$ cat src/hw/mpu_defs.svh
`ifndef MPU_DEFS_SVH
`define MPU_DEFS_SVH

// Register window on the private peripheral bus
`define MPU_BASE_ADDR   32'he000ed90
`define MPU_SPAN_MASK   32'hffff_ffe0
`define OFS_TYPE        8'h00
`define OFS_CTRL        8'h04
`define OFS_RNUM        8'h08
`define OFS_RBASE       8'h0c
`define OFS_RATTR       8'h10
`define OFS_FSTAT       8'h14
`define OFS_FADDR       8'h18
`define OFS_FMASK       8'h1c

// Reset values
`define TYPE_VALUE      32'h0000_0800
`define CTRL_RESET      32'h0000_0000
`define RATTR_RESET     32'h0000_0000
`define RBASE_RESET     32'h0000_0000

// Control fields
`define CTRL_EN_BIT     0
`define CTRL_BG_BIT     2
`define CTRL_MASK       32'h0000_0005

// Region attribute and size fields
`define ATTR_XN_BIT     28
`define ATTR_AP_HI      26
`define ATTR_AP_LO      24
`define ATTR_TEX_HI     21
`define ATTR_TEX_LO     19
`define ATTR_S_BIT      18
`define ATTR_C_BIT      17
`define ATTR_B_BIT      16
`define ATTR_SRD_HI     15
`define ATTR_SRD_LO     8
`define ATTR_SIZE_HI    5
`define ATTR_SIZE_LO    1
`define ATTR_EN_BIT     0
`define ATTR_MASK       32'h17ff_ff3f
`define SIZE_MIN        5'h04
`define SIZE_SUB_MIN    5'h07
`define BASE_MASK       32'hffff_ffe0

// Fault status fields
`define FST_W           3
`define FST_FETCH_BIT   0
`define FST_DATA_BIT    1
`define FST_NOREG_BIT   2
`define FST_RESET       3'h0

`endif

$ cat src/hw/mpu_pkg.sv
package mpu_pkg;

	typedef enum logic [1:0] {
		ACC_FETCH = 2'h0,
		ACC_READ  = 2'h1,
		ACC_WRITE = 2'h2
	} access_kind_type;

	typedef enum logic [1:0] {
		MEM_STRONG = 2'h0,
		MEM_DEVICE = 2'h1,
		MEM_NORMAL = 2'h2,
		MEM_RSVD   = 2'h3
	} mem_kind_type;

	typedef enum logic [1:0] {
		POL_NC   = 2'h0,
		POL_WBWA = 2'h1,
		POL_WT   = 2'h2,
		POL_WB   = 2'h3
	} cache_policy_type;

	typedef struct packed {
		logic            valid;
		logic [31:0]     addr;
		access_kind_type kind;
		logic            priv;
	} access_req_type;

	typedef struct packed {
		mem_kind_type     mkind;
		logic             shareable;
		logic             ordered;
		cache_policy_type inner_cache_policy;
		cache_policy_type outer_cache_policy;
		logic             reserved;
	} mem_attr_type;

endpackage : mpu_pkg

$ cat src/hw/region_memory_protection_unit.sv
// Chosen here: the address map and the address-and-strobe port.
`include "mpu_defs.svh"
// Operation
// RULE_01: Eight numbered regions plus one background region, each with own attributes.
// RULE_02: Overlapping matches take the attributes of the highest numbered region.
// RULE_03: Background region uses default map attributes, privileged access only.
// RULE_04: Fetches and data accesses share one unified region map.
// RULE_05: A prohibited access raises a memory management fault, not completion.
// RULE_06: Type, cache, buffer, share, permission and never-execute fields govern access.
// RULE_07: Type 000 decodes strongly-ordered, shared device, write-through, write-back.
// RULE_08: Type 001 decodes non-cacheable normal or a reserved encoding.
// RULE_09: Strongly-ordered and device encodings ignore the shareable bit.
// RULE_10: Type top bit set means cached normal with outer and inner policies.
// RULE_11: Policy codes: non-cacheable, write-back allocate, write-through, write-back.
// RULE_12: Fault cause is recorded in the fault status field.
// RULE_13: Capability register at the fixed bus address shows unit presence.
// RULE_14: Strongly-ordered regions are ordered and always treated as shared.
// RULE_15: Decoded type, shareability and cache attributes go out with each access.
// RULE_16: Privileged registers accept only privileged accesses from the master.
// RULE_17: Permission code decode from no access through read-only for all.
// RULE_18: Privilege and access kind checked against permission; no fetch from never-execute.
// RULE_19: No matching region and no background grant faults the request.
module region_memory_protection_unit #(
	parameter int REGIONS = 8
) (
	// Clock and reset
	input  wire logic                   sys_clk,
	input  wire logic                   sys_rst,
	// Register port
	input  wire logic [31:0]            reg_addr,
	input  wire logic [31:0]            reg_wdata,
	input  wire logic                   reg_wr,
	input  wire logic                   reg_rd,
	input  wire logic                   reg_priv,
	output logic      [31:0]            reg_rdata,
	// Access check
	input  wire mpu_pkg::access_req_type acc_req,
	output logic                        chk_valid,
	output logic                        chk_fault,
	output mpu_pkg::mem_attr_type       chk_attr,
	// Interrupt
	output logic                        fault_irq
);

	localparam int RW = $clog2(REGIONS);

	logic [31:0]           ctrl_r;
	logic [RW-1:0]         rnum_r;
	logic [31:0]           rbase_r [REGIONS];
	logic [31:0]           rattr_r [REGIONS];
	logic [`FST_W-1:0]     fstat_r;
	logic [`FST_W-1:0]     fmask_r;
	logic [31:0]           faddr_r;
	logic [31:0]           rdata_r;
	logic                  chk_valid_r;
	logic                  chk_fault_r;
	mpu_pkg::mem_attr_type chk_attr_r;

	logic [31:0]           rel_addr;
	logic                  reg_sel;
	logic [7:0]            ofs;
	logic                  wr_ok;
	logic                  rd_ok;
	logic [REGIONS-1:0]    hit;
	logic [RW-1:0]         win;
	logic                  any_hit;
	logic [31:0]           win_attr;
	logic                  allowed;
	logic                  no_region;
	logic                  fault_now;
	mpu_pkg::mem_attr_type attr_now;
	logic [`FST_W-1:0]     fst_set;
	logic [31:0]           rdata_nxt;

	// Bus decode; unprivileged accesses are ignored and read zero
	assign rel_addr = reg_addr - `MPU_BASE_ADDR;
	assign reg_sel  = ((rel_addr & `MPU_SPAN_MASK) == 32'h0) && (rel_addr[1:0] == 2'h0);
	assign ofs      = rel_addr[7:0];
	assign wr_ok    = reg_wr && reg_sel && reg_priv; // RULE_16
	assign rd_ok    = reg_rd && reg_sel && reg_priv; // RULE_16

	// Memory type decode from type extension, cacheable, bufferable, shareable
	function automatic mpu_pkg::mem_attr_type decode_attr(input logic [2:0] type_extension_field,
			input logic c, input logic b, input logic s);
		mpu_pkg::mem_attr_type a;
		a = '{mkind: mpu_pkg::MEM_RSVD, shareable: 1'b0, ordered: 1'b0,
			inner_cache_policy: mpu_pkg::POL_NC, outer_cache_policy: mpu_pkg::POL_NC,
			reserved: 1'b1};
		if (type_extension_field[2]) begin
			// Cached normal memory, low type bits are the outer policy
			a.mkind              = mpu_pkg::MEM_NORMAL; // RULE_10
			a.outer_cache_policy = mpu_pkg::cache_policy_type'(type_extension_field[1:0]); // RULE_11
			a.inner_cache_policy = mpu_pkg::cache_policy_type'({c, b}); // RULE_11
			a.shareable          = s; // RULE_10
			a.reserved           = 1'b0;
		end else begin
			case ({type_extension_field[1:0], c, b})
				4'h0: begin
					a.mkind     = mpu_pkg::MEM_STRONG; // RULE_07
					a.shareable = 1'b1; // RULE_14
					a.ordered   = 1'b1; // RULE_14
					a.reserved  = 1'b0;
				end
				4'h1: begin
					a.mkind     = mpu_pkg::MEM_DEVICE; // RULE_07
					a.shareable = 1'b1; // RULE_09
					a.reserved  = 1'b0;
				end
				4'h2: begin
					a.mkind              = mpu_pkg::MEM_NORMAL; // RULE_07
					a.inner_cache_policy = mpu_pkg::POL_WT;
					a.outer_cache_policy = mpu_pkg::POL_WT;
					a.shareable          = s;
					a.reserved           = 1'b0;
				end
				4'h3: begin
					a.mkind              = mpu_pkg::MEM_NORMAL; // RULE_07
					a.inner_cache_policy = mpu_pkg::POL_WB;
					a.outer_cache_policy = mpu_pkg::POL_WB;
					a.shareable          = s;
					a.reserved           = 1'b0;
				end
				4'h5: begin
					a.mkind     = mpu_pkg::MEM_NORMAL; // RULE_08
					a.shareable = s;
					a.reserved  = 1'b0;
				end
				4'h8: begin
					a.mkind     = mpu_pkg::MEM_DEVICE; // RULE_09
					a.shareable = 1'b0;
					a.reserved  = 1'b0;
				end
				default: begin
					a.reserved = 1'b1; // RULE_08
				end
			endcase
		end
		return a;
	endfunction : decode_attr

	// Default memory map attributes by top address bits
	function automatic mpu_pkg::mem_attr_type default_attr(input logic [2:0] seg);
		mpu_pkg::mem_attr_type a;
		case (seg)
			3'h0:    a = decode_attr(3'h0, 1'b1, 1'b0, 1'b0);
			3'h1:    a = decode_attr(3'h5, 1'b0, 1'b1, 1'b1);
			3'h2:    a = decode_attr(3'h0, 1'b0, 1'b1, 1'b0);
			3'h3:    a = decode_attr(3'h5, 1'b0, 1'b1, 1'b0);
			3'h4:    a = decode_attr(3'h0, 1'b1, 1'b0, 1'b0);
			3'h5:    a = decode_attr(3'h0, 1'b0, 1'b1, 1'b0);
			3'h6:    a = decode_attr(3'h2, 1'b0, 1'b0, 1'b0);
			default: a = decode_attr(3'h0, 1'b0, 1'b0, 1'b0);
		endcase
		return a;
	endfunction : default_attr

	// Permission decode; reserved code 100 is treated as no access
	function automatic logic perm_ok(input logic [2:0] ap, input logic priv,
			input mpu_pkg::access_kind_type kind);
		logic wr;
		logic ok;
		wr = (kind == mpu_pkg::ACC_WRITE);
		case (ap)
			3'h1:    ok = priv;
			3'h2:    ok = priv || !wr;
			3'h3:    ok = 1'b1;
			3'h5:    ok = priv && !wr;
			3'h6:    ok = !wr;
			3'h7:    ok = !wr;
			default: ok = 1'b0;
		endcase
		return ok;
	endfunction : perm_ok

	// Per region storage and address match; one map for fetch and data
	genvar gi;
	generate
		for (gi = 0; gi < REGIONS; gi++) begin : g_region
			logic [4:0]  sz;
			logic [31:0] msk;
			logic [4:0]  sub_sh;
			logic [2:0]  sub_idx;
			logic [7:0]  srd;
			logic        sub_off;

			always_ff @(posedge sys_clk or posedge sys_rst) begin
				if (sys_rst) begin
					rbase_r[gi] <= `RBASE_RESET;
					rattr_r[gi] <= `RATTR_RESET;
				end else if (wr_ok && rnum_r == RW'(gi)) begin
					if (ofs == `OFS_RBASE) begin
						rbase_r[gi] <= reg_wdata & `BASE_MASK; // RULE_01
					end
					if (ofs == `OFS_RATTR) begin
						rattr_r[gi] <= reg_wdata & `ATTR_MASK; // RULE_01
					end
				end
			end

			assign sz      = rattr_r[gi][`ATTR_SIZE_HI:`ATTR_SIZE_LO];
			assign msk     = 32'hffff_ffff << ({1'b0, sz} + 6'h01);
			assign sub_sh  = sz - 5'h02;
			assign sub_idx = 3'(acc_req.addr >> sub_sh);
			assign srd     = rattr_r[gi][`ATTR_SRD_HI:`ATTR_SRD_LO];
			// Subregions exist only from 256 bytes upward
			assign sub_off = (sz >= `SIZE_SUB_MIN) && srd[sub_idx];
			assign hit[gi] = rattr_r[gi][`ATTR_EN_BIT] && (sz >= `SIZE_MIN) &&
				(((acc_req.addr ^ rbase_r[gi]) & msk) == 32'h0) && !sub_off; // RULE_04
		end
	endgenerate

	// Highest numbered matching region wins
	always_comb begin
		win     = '0;
		any_hit = 1'b0;
		for (int i = 0; i < REGIONS; i++) begin
			if (hit[i]) begin
				win     = RW'(i); // RULE_02
				any_hit = 1'b1;
			end
		end
	end

	assign win_attr = rattr_r[win];

	// Access verdict and exported attributes
	always_comb begin
		allowed   = 1'b1;
		no_region = 1'b0;
		attr_now  = default_attr(acc_req.addr[31:29]);
		if (ctrl_r[`CTRL_EN_BIT]) begin
			if (any_hit) begin
				attr_now = decode_attr(win_attr[`ATTR_TEX_HI:`ATTR_TEX_LO],
					win_attr[`ATTR_C_BIT], win_attr[`ATTR_B_BIT],
					win_attr[`ATTR_S_BIT]); // RULE_06
				allowed  = perm_ok(win_attr[`ATTR_AP_HI:`ATTR_AP_LO], acc_req.priv,
					acc_req.kind) && // RULE_17
					!(acc_req.kind == mpu_pkg::ACC_FETCH && win_attr[`ATTR_XN_BIT]); // RULE_18
			end else begin
				allowed   = ctrl_r[`CTRL_BG_BIT] && acc_req.priv; // RULE_03
				no_region = 1'b1; // RULE_19
			end
		end
	end

	assign fault_now = acc_req.valid && !allowed; // RULE_05

	always_comb begin
		fst_set = '0;
		if (fault_now) begin
			fst_set[`FST_FETCH_BIT] = (acc_req.kind == mpu_pkg::ACC_FETCH); // RULE_12
			fst_set[`FST_DATA_BIT]  = (acc_req.kind != mpu_pkg::ACC_FETCH); // RULE_12
			fst_set[`FST_NOREG_BIT] = no_region; // RULE_12
		end
	end

	// Verdict registered one cycle after the request
	always_ff @(posedge sys_clk or posedge sys_rst) begin
		if (sys_rst) begin
			chk_valid_r <= 1'b0;
			chk_fault_r <= 1'b0;
			chk_attr_r  <= '0;
		end else begin
			chk_valid_r <= acc_req.valid;
			chk_fault_r <= fault_now; // RULE_05
			chk_attr_r  <= attr_now; // RULE_15
		end
	end

	// Control, region number, mask
	always_ff @(posedge sys_clk or posedge sys_rst) begin
		if (sys_rst) begin
			ctrl_r  <= `CTRL_RESET;
			rnum_r  <= '0;
			fmask_r <= '0;
		end else if (wr_ok) begin
			case (ofs)
				`OFS_CTRL:  ctrl_r  <= reg_wdata & `CTRL_MASK;
				`OFS_RNUM:  rnum_r  <= reg_wdata[RW-1:0];
				`OFS_FMASK: fmask_r <= reg_wdata[`FST_W-1:0];
				default:    ctrl_r  <= ctrl_r;
			endcase
		end
	end

	// Sticky fault status, write one to clear; a new fault beats the clear
	always_ff @(posedge sys_clk or posedge sys_rst) begin
		if (sys_rst) begin
			fstat_r <= `FST_RESET;
		end else if (wr_ok && ofs == `OFS_FSTAT) begin
			fstat_r <= (fstat_r & ~reg_wdata[`FST_W-1:0]) | fst_set; // RULE_12
		end else begin
			fstat_r <= fstat_r | fst_set; // RULE_12
		end
	end

	always_ff @(posedge sys_clk or posedge sys_rst) begin
		if (sys_rst) begin
			faddr_r <= 32'h0;
		end else if (fault_now) begin
			faddr_r <= acc_req.addr; // RULE_12
		end
	end

	// Read mux; unmapped or unprivileged reads return zero
	always_comb begin
		rdata_nxt = 32'h0;
		if (rd_ok) begin
			case (ofs)
				`OFS_TYPE:  rdata_nxt = `TYPE_VALUE; // RULE_13
				`OFS_CTRL:  rdata_nxt = ctrl_r;
				`OFS_RNUM:  rdata_nxt = 32'(rnum_r);
				`OFS_RBASE: rdata_nxt = rbase_r[rnum_r];
				`OFS_RATTR: rdata_nxt = rattr_r[rnum_r];
				`OFS_FSTAT: rdata_nxt = 32'(fstat_r);
				`OFS_FADDR: rdata_nxt = faddr_r;
				`OFS_FMASK: rdata_nxt = 32'(fmask_r);
				default:    rdata_nxt = 32'h0;
			endcase
		end
	end

	always_ff @(posedge sys_clk or posedge sys_rst) begin
		if (sys_rst) begin
			rdata_r <= 32'h0;
		end else begin
			rdata_r <= rdata_nxt;
		end
	end

	assign reg_rdata = rdata_r;
	assign chk_valid = chk_valid_r;
	assign chk_fault = chk_fault_r;
	assign chk_attr  = chk_attr_r;
	assign fault_irq = |(fstat_r & fmask_r);

	// Checks
	a_no_match_fault: assert property (@(posedge sys_clk) disable iff (sys_rst) // RULE_19
		acc_req.valid && ctrl_r[`CTRL_EN_BIT] && !any_hit &&
		!(ctrl_r[`CTRL_BG_BIT] && acc_req.priv) |=> chk_fault && chk_valid)
		else $error("unmatched access did not fault");

	a_bg_unpriv: assert property (@(posedge sys_clk) disable iff (sys_rst) // RULE_03
		acc_req.valid && ctrl_r[`CTRL_EN_BIT] && !any_hit && !acc_req.priv |=> chk_fault)
		else $error("background region granted unprivileged access");

	a_xn_fetch: assert property (@(posedge sys_clk) disable iff (sys_rst) // RULE_18
		acc_req.valid && ctrl_r[`CTRL_EN_BIT] && any_hit && win_attr[`ATTR_XN_BIT] &&
		acc_req.kind == mpu_pkg::ACC_FETCH |=> chk_fault)
		else $error("fetch from never-execute region allowed");

	a_ap_none: assert property (@(posedge sys_clk) disable iff (sys_rst) // RULE_17
		acc_req.valid && ctrl_r[`CTRL_EN_BIT] && any_hit &&
		win_attr[`ATTR_AP_HI:`ATTR_AP_LO] == 3'h0 |=> chk_fault)
		else $error("no-access region allowed an access");

	a_highest_wins: assert property (@(posedge sys_clk) disable iff (sys_rst) // RULE_02
		hit[REGIONS-1] |-> win == RW'(REGIONS-1))
		else $error("top region did not take precedence");

	a_strong_shared: assert property (@(posedge sys_clk) disable iff (sys_rst) // RULE_14
		chk_valid && chk_attr.mkind == mpu_pkg::MEM_STRONG |-> chk_attr.shareable &&
		chk_attr.ordered)
		else $error("strongly-ordered access not shared and ordered");

	a_status_data: assert property (@(posedge sys_clk) disable iff (sys_rst) // RULE_12
		fault_now && acc_req.kind != mpu_pkg::ACC_FETCH ##1 chk_fault |->
		fstat_r[`FST_DATA_BIT] && faddr_r == $past(acc_req.addr))
		else $error("data fault cause or address not recorded");

	a_irq_follow: assert property (@(posedge sys_clk) disable iff (sys_rst) // RULE_05
		fault_now && fmask_r[`FST_NOREG_BIT] && no_region && !wr_ok |=> fault_irq)
		else $error("masked-in fault did not raise interrupt");

	a_type_read: assert property (@(posedge sys_clk) disable iff (sys_rst) // RULE_13
		reg_rd && reg_priv && reg_addr == `MPU_BASE_ADDR |=> reg_rdata == `TYPE_VALUE)
		else $error("capability register read wrong");

	a_unpriv_read: assert property (@(posedge sys_clk) disable iff (sys_rst) // RULE_16
		reg_rd && !reg_priv |=> reg_rdata == 32'h0)
		else $error("unprivileged register read returned data");

	a_off_passes: assert property (@(posedge sys_clk) disable iff (sys_rst) // RULE_05
		acc_req.valid && !ctrl_r[`CTRL_EN_BIT] |=> !chk_fault)
		else $error("disabled unit faulted an access");

endmodule : region_memory_protection_unit

$ cat config.mk
export PLATFORM = sky130hd
export DESIGN_NAME = region_memory_protection_unit
export DESIGN_NICKNAME = d
export VERILOG_FILES = /design/src/hw/mpu_pkg.sv /design/src/hw/region_memory_protection_unit.sv
export VERILOG_INCLUDE_DIRS = /design/src /design/src/hw
export SDC_FILE = /design/constraint.sdc
export NUM_CORES = 2
export LEC_CHECK = 0
export ABC_CLOCK_PERIOD_IN_PS = 16230
export BUFFER_PORTS_ARGS = -buffer_cell sky130_fd_sc_hd__buf_4
export CORE_MARGIN = 8
export CORE_UTILIZATION = 50
export DETAILED_ROUTE_END_ITERATION = 10
export PLACE_DENSITY = 0.65
export SYNTH_ARGS = -nofsm -noshare
export SYNTH_HDL_FRONTEND = slang
export SYNTH_SLANG_ARGS = --single-unit
$ cat constraint.sdc
create_clock -name sys_clk -period 16.23 [get_ports sys_clk]
set_input_delay 0.8115 -clock sys_clk [delete_from_list [all_inputs] [get_ports sys_clk]]
set_output_delay 0.8115 -clock sys_clk [all_outputs]
set_load 0.03 [all_outputs]
# Word-level counts from Yosys, hierarchy flattened
# Index checks and enable logic that the tools add are counted.
# W data, S select, Z words.
# word_totals
in_bits	105
register_bits	510
elab_cells	309
# op_classes
n_lt_le_gt_ge	26
n_reduce_logical	104
n_mux	61
n_bitwise	23
eq_ne	32
n_shift	16
n_addsub	17
# op_table
operator	count
$bmux W32 S3	3
$logic_not A32 Y1	9
$and A32 B32 Y32	8
$pmux W32 S8	1
$shl A32 B6 Y32 const A	8
$shr A32 B5 Y3	8
$xor A32 B32 Y32	8
$mux W32	5
$ge A5 B3 Y1 const B	16
$mux W29	2
$logic_and A1 B1 Y1	51
$add A5 B1 Y6 const B	8
$pmux W9 S5	1
$sub A5 B2 Y5 const B	8
$reduce_and A2 Y1	19
$eq A8 B5 Y1 const B	4
$lt A3 B4 Y1 const B	8
$sub A32 B32 Y32 const B	1
$eq A3 B3 Y1 const B	10
$mux W3	9
$mux W1	26
$bmux W1 S3	8
$eq A3 B2 Y1 const B	6
$mux W9	2
27 further kinds	50

# Depth between registers and ports, before layout
# logic_depth
word_depth	31
ltp_mapped	23
depth_no_buf	18

# Worst setup path after synthesis
# Ideal clock, no wire load.
# synth_timing
path_type	flip-flop to flip-flop
start	reg rattr_r (netlist bit g_region[3].sz[1])
end	reg faddr_r[10]
arrival_ns	5.558
path_stages_with_launch	22
n_path_buf	4
path_slack_ns	10.547
required_time_ns	16.105
setup_ns	0.125
period_less_slack_ns	5.683
cell_sequence	dfrtp_1 > clkbuf_1 > inv_1 > ha_1 > clkbuf_1 > clkbuf_1 > mux4_2 > mux2_2 > a222oi_1 > mux2i_1 > mux2i_1 > nor2_1 > o31a_1 > a22oi_4 > nand2_4 > mux2i_1 > a2111oi_0 > o211ai_2 > a31oi_4 > inv_2 > buf_6 > mux2_4
# synth_via
elab_chain_cells	26
elab_cells_between_ends	46
# synth_lines
element	line	text
from (decl)	region_memory_protection_unit.sv:50	logic [31:0] rattr_r [REGIONS];
from (signal, indexed assignment)	region_memory_protection_unit.sv:189	rattr_r[gi] <= `RATTR_RESET;
from (signal, indexed assignment)	region_memory_protection_unit.sv:195	rattr_r[gi] <= reg_wdata & `ATTR_MASK;
$sub A5 B2 Y5	region_memory_protection_unit.sv:202	assign sub_sh = sz - 5'h02;
$shr A32 B5 Y3	region_memory_protection_unit.sv:203	assign sub_idx = 3'(acc_req.addr >> sub_sh);
$bmux W1 S3	region_memory_protection_unit.sv:206	assign sub_off = (sz >= `SIZE_SUB_MIN) && srd[sub_idx];
$mux W1 (implied by the code)	region_memory_protection_unit.sv:206	
$logic_and A1 B1 Y1	region_memory_protection_unit.sv:206	
$logic_not A1 Y1	region_memory_protection_unit.sv:208	(((acc_req.addr ^ rbase_r[gi]) & msk) == 32'h0) && !sub_off;
$logic_and A1 B1 Y1 *	region_memory_protection_unit.sv:207	assign hit[gi] = rattr_r[gi][`ATTR_EN_BIT] && (sz >= `SIZE_MIN) &&
$mux W3 (5 in series)	region_memory_protection_unit.sv:217	if (hit[i]) begin
[... 6 more ...]	n/a	
$pmux W1 S5	region_memory_protection_unit.sv:163	case (ap)
$mux W1	region_memory_protection_unit.sv:232	if (any_hit) begin
$mux W1	region_memory_protection_unit.sv:231	if (ctrl_r[`CTRL_EN_BIT]) begin
$logic_and A1 B1 Y1	region_memory_protection_unit.sv:236	allowed = perm_ok(win_attr[`ATTR_AP_HI:`ATTR_AP_LO], acc_req.priv,
$mux W1 *	region_memory_protection_unit.sv:232	
$mux W1 *	region_memory_protection_unit.sv:231	
$logic_not A1 Y1 *	region_memory_protection_unit.sv:246	assign fault_now = acc_req.valid && !allowed;
$logic_and A1 B1 Y1 *	region_memory_protection_unit.sv:246	
to (signal assigned)	region_memory_protection_unit.sv:301	faddr_r <= acc_req.addr;
to (decl)	region_memory_protection_unit.sv:53	logic [31:0] faddr_r;
# Mark *: on every way between the ends. The rest lies on a longest branch, timed or not. The select of a mux whose other input is x is not followed.
# A chain may end at the register's enable or synchronous reset.

# Worst setup path after layout
# layout_timing
start	reg rattr_r (netlist bit g_region[3].sz[1])
end	reg faddr_r[30]
# Same word-level chain as after synthesis.

==> impl_table.tex <==
\begin{tabular}{lr}
\hline
Metric & Value \\
\hline
\multicolumn{2}{l}{\textbf{Finish}} \\
Synthesis-to-layout area growth & 9.575\% \\
Final std cells w/o fill & 4,223 \\
Net count reported at finish & 3,370 \\
Fraction of final layout cells with drive strength greater than 1 & 33.54\% \\
Sequential standard cell area & 0.01277 mm\^{}2 \\
Post-route cell area & 0.04100 mm\^{}2 \\
Multi-input gate area in the final layout & 0.02316 mm\^{}2 \\
Fin util & 55.16\% \\
Count of filler cells inserted in the layout & 6,412 \\
\multicolumn{2}{l}{\textbf{Clocking}} \\
Clock H-tree levels & 2 \\
Clock slew seen by the registers of the worst setup and hold paths & 60 ps \\
Clock root buffer master & sky130\_fd\_sc\_hd\_\_clkbuf\_16 \\
CTS Hold Buffers Added & 0 \\
TritonCTS Buffers & 58 \\
Post-CTS setup-driven buffer insertion count & 0 \\
Clock latency reported for the late side of the worst-skew pair & 640 ps \\
TritonCTS clock tree & built \\
Number of gates resized after cts & 0 \\
Clock tree buffer depth & 3 \\
Total clock sinks & 510 \\
\multicolumn{2}{l}{\textbf{Detailed routing}} \\
Number of detailed-route iterations in the first pass & 7 \\
Post-detailed-routing wire length & 150,300 um \\
Violation count after the first detailed-route iteration & 3,835 \\
Antenna-violating nets left & 0 \\
Avg WL per Cell & 35.59 um \\
Number of vias after detailed routing & 30,200 \\
\# DRC & 0 \\
Via/cell ratio & 7.151 \\
\multicolumn{2}{l}{\textbf{Critical path}} \\
Crit path kind & flip-flop to flip-flop \\
CP Data Required Time & 16,750 ps \\
Worst-path cell chain & inv\_1 > ha\_1 > xor2\_1 > mux4\_2 > a222oi\_1 > mux2i\_1 > mux2i\_1 > nor2\_1 > o31ai\_1 > o21ai\_1 > a21oi\_1 > a211oi\_1 > o211ai\_1 > a31oi\_4 > inv\_2 > buf\_4 > mux2\_1 \\
Cell mode on critical path & sky130\_fd\_sc\_hd\_\_mux2i\_1 \\
Worst Path Max Fanout & 24 \\
Element type at the critical path end & flip-flop \\
Largest stage delay on the critical path & 1080 ps \\
Startpoint kind of the worst setup timing path & flip-flop \\
Worst path slowest cell & sky130\_fd\_sc\_hd\_\_o31ai\_1 \\
Critical Path AT & 8570 ps \\
\multicolumn{2}{l}{\textbf{Logic synthesis}} \\
Number of distinct library cells after synthesis & 91 \\
Number of warnings issued by yosys & 0 \\
Number of flops mapped to enable cells by yosys & 0 \\
Primary FF master, synth & sky130\_fd\_sc\_hd\_\_dfrtp\_1 \\
Number of register bits inferred by synthesis & 510 \\
Fraction of the yosys area taken by sequential cells & 34.11\% \\
Synthesized netlist cell count & 3,243 \\
Mean post-synth cell area & 11.54 um\^{}2 \\
FFs w/ async S/R, synth & 100.0\% \\
Post-synthesis instance area & 0.03741 mm\^{}2 \\
Net count after synthesis & 3,407 \\
\multicolumn{2}{l}{\textbf{Timing}} \\
Total negative setup slack & 0 ps \\
Max Clk Rate & 124.1 MHz \\
Worst-case clock skew & 21.07 ps \\
Number of failing setup endpoints in the final timing report & 0 \\
Total count of max-transition violations in the final report & 0 \\
Rel. slew slack & 12.29\% \\
Final Hold Viols & 0 \\
RSZ-0062 raised after global routing & false \\
Final min period & 8059 ps \\
Part of the cycle the worst path needs & 49.65\% \\
Measured slew at the worst slew-check pin & 1312 ps \\
\multicolumn{2}{l}{\textbf{Global routing}} \\
Remaining global-route overflow & 0 \\
Antenna violations before repair & 10 \\
Vias in the first global route & 29,970 \\
Global-route wire length before repair & 216,100 um \\
Maximum number of pins on one net before global-route repair & 155 \\
Gr usage total & 35.33\% \\
\multicolumn{2}{l}{\textbf{Floorplanning}} \\
Total die area & 0.08384 mm\^{}2 \\
Die width & 289.5 um \\
Die Span Y & 289.5 um \\
Cell row count & 100 \\
Top Ports & 149 \\
Core ar. & 0.07432 mm\^{}2 \\
Initial core utilization & 50.34\% \\
\multicolumn{2}{l}{\textbf{Placed design}} \\
Placed insts & 4,115 \\
Number of port buffers & 148 \\
DP Area & 0.03898 mm\^{}2 \\
Gpl congestion & 1.019 \\
Half-perimeter wire length after placement & 103,600 um \\
\multicolumn{2}{l}{\textbf{Pwr}} \\
Pwr Density & 72.45 mW/mm\^{}2 \\
Static leakage power & 17.19 nW \\
Peak ir drop on the vdd network & 0.08429 mV \\
\multicolumn{2}{l}{\textbf{Min path}} \\
Worst min path class & primary input to asynchronous set/reset pin \\
\multicolumn{2}{l}{\textbf{Run status}} \\
Outcome & finished, final reports clean \\
\multicolumn{2}{l}{\textbf{Flow run}} \\
Max-cap violation count & 0 \\
\hline
\end{tabular}
[path summary, 6_finish.rpt]
| kind | cells past startpoint | slack, ps | startpoint | endpoint |
|---|---|---|---|---|
| min in group sys_clk | 1 | 320 | acc_req[35] | chk_valid$_DFF_PP0_ |
| max | 17 | 8170 | g_region[3].sz[1]$_DFFE_PP0P_ | faddr_r[30]$_DFFE_PP0P_ |
| min reg2reg | 1 | 500 | faddr_r[30]$_DFFE_PP0P_ | faddr_r[30]$_DFFE_PP0P_ |
| min | 2 | 240 | sys_rst | rattr_r[146]$_DFFE_PP0P_ |
| max reg2reg | 17 | 8170 | g_region[3].sz[1]$_DFFE_PP0P_ | faddr_r[30]$_DFFE_PP0P_ |
| max in group asynchronous | 4 | 13750 | sys_rst | rbase_r[42]$_DFFE_PP0P_ |
[Yosys cell counts, types with 59 or more instances]
| master | n | area [um^2] |
|---|---|---|
| sky130_fd_sc_hd__nand2_1 | 115 | 431.7 |
| sky130_fd_sc_hd__mux2_2 | 457 | 5146 |
| sky130_fd_sc_hd__inv_1 | 82 | 307.8 |
| sky130_fd_sc_hd__dfrtp_1 | 510 | 12760 |
| sky130_fd_sc_hd__mux4_2 | 270 | 6081 |
| sky130_fd_sc_hd__o21ai_0 | 100 | 500.5 |
| sky130_fd_sc_hd__a21oi_1 | 124 | 620.6 |
| sky130_fd_sc_hd__xor2_1 | 121 | 1060 |
| sky130_fd_sc_hd__nand3_1 | 67 | 335.3 |
| sky130_fd_sc_hd__nor2_1 | 131 | 491.7 |
| sky130_fd_sc_hd__mux2i_1 | 184 | 1842 |
| sky130_fd_sc_hd__xnor2_1 | 137 | 1200 |
| sky130_fd_sc_hd__ha_1 | 59 | 738.2 |
| sky130_fd_sc_hd__clkbuf_1 | 208 | 780.8 |
[sequential cells by signal, indices dropped and copies added, names as in the netlist]
name and flops:
rattr_r 104, g_region.srd 64, rnum_r 3, ctrl_r 2, rbase_r 216, fmask_r 3
faddr_r 32, chk_valid 1, fstat_r 3, chk_fault 1, g_region.sz 40, chk_attr 9
reg_rdata 32
[report_power, final]
| part | switching (mW) | total [mW] | internal (mW) |
|---|---|---|---|
| Combinational | 0.198 | 0.286 | 0.0877 |
| Sequential | 0.000456 | 1.27 | 1.27 |
| Clock | 0.578 | 1.41 | 0.833 |
| Total | 0.777 | 2.97 | 2.19 |
[cell families after synthesis]
| logic type | Yosys count | synth area share, % |
|---|---|---|
| DFF | 510 | 34.11 |
| and+or+nand+nor | 514 | 6.866 |
| xor gates and xnor gates | 258 | 6.040 |
| buffers and inverters | 380 | 4.077 |
| AOI/OAI and AO/OA | 572 | 10.43 |
| muxes | 946 | 36.40 |
| adders and majority gates | 63 | 2.080 |
[per-layer routing]
layer  GRT usage [%]  vias to the layer above  part of all wire, %
li1                -                    12270                    -
met1           47.18                    15540                   39
met2           52.60                     1987                   44
met3           10.53                      405                   11
met4           16.74                        4                  5.6
met5               0                        -                0.018
[placed cells by master, fill, tap and decap left out, types with 14 or more instances in the layout]
cell type                     n
sky130_fd_sc_hd__nor3_1      43
sky130_fd_sc_hd__o21ai_0    100
sky130_fd_sc_hd__o31ai_1     19
sky130_fd_sc_hd__nor2_1     124
sky130_fd_sc_hd__buf_4      195
sky130_fd_sc_hd__nor2b_1     21
sky130_fd_sc_hd__o22ai_1     43
sky130_fd_sc_hd__o211ai_1    18
sky130_fd_sc_hd__dfrtp_1    507
sky130_fd_sc_hd__a22oi_1     14
sky130_fd_sc_hd__mux4_2     270
sky130_fd_sc_hd__nand2_1    115
sky130_fd_sc_hd__a21oi_1    124
sky130_fd_sc_hd__nand2b_1    23
sky130_fd_sc_hd__nor4_1      15
sky130_fd_sc_hd__mux2_2     457
sky130_fd_sc_hd__mux2_4      29
sky130_fd_sc_hd__clkbuf_16   58
sky130_fd_sc_hd__ha_1        59
sky130_fd_sc_hd__a211oi_1    26
sky130_fd_sc_hd__inv_1       81
sky130_fd_sc_hd__a31oi_1     29
sky130_fd_sc_hd__mux2i_1    184
sky130_fd_sc_hd__nand4_1     16
sky130_fd_sc_hd__nand3_1     67
sky130_fd_sc_hd__xor2_1     121
sky130_fd_sc_hd__o221ai_1    15
sky130_fd_sc_hd__xnor2_1    137
[metrics by stage]
| step | setup WS [ps] | hold slack, ps | total power [mW] |
|---|---|---|---|
| CTS | 8364 | 243.9 | 2.976 |
| finish | 8171 | 237.8 | 2.970 |
| detailed placement | 8376 | 479.1 | 1.573 |
| global placement | 8676 | 472.0 | 1.570 |
| floorplan | 1175 | 458.4 | 1.449 |
| global route | 7804 | 278.9 | 3.042 |
[worst max-delay path: cells and delay by family, from the launching register on]
family                     cells  cell delay, ps
and+or+nand+nor                1              70
muxes                          4            1350
adders and majority gates      1             260
DFF                            1             790
buffers and inverters          3            1050
xor gates and xnor gates       1             820
AOI/OAI and AO/OA              7            3540
[final cells by class]
class / count / area share, %
antenna: 4 / 0.02442
clock buffer: 75 / 3.867
clock inverter: 29 / 1.029
inverter: 86 / 0.8057
multi-input combinational: 2353 / 56.49
sequential: 510 / 31.16
tap: 969 / 2.957
timing repair buffer: 197 / 3.669
No activity file was read; power rests on OpenSTA's default activity.
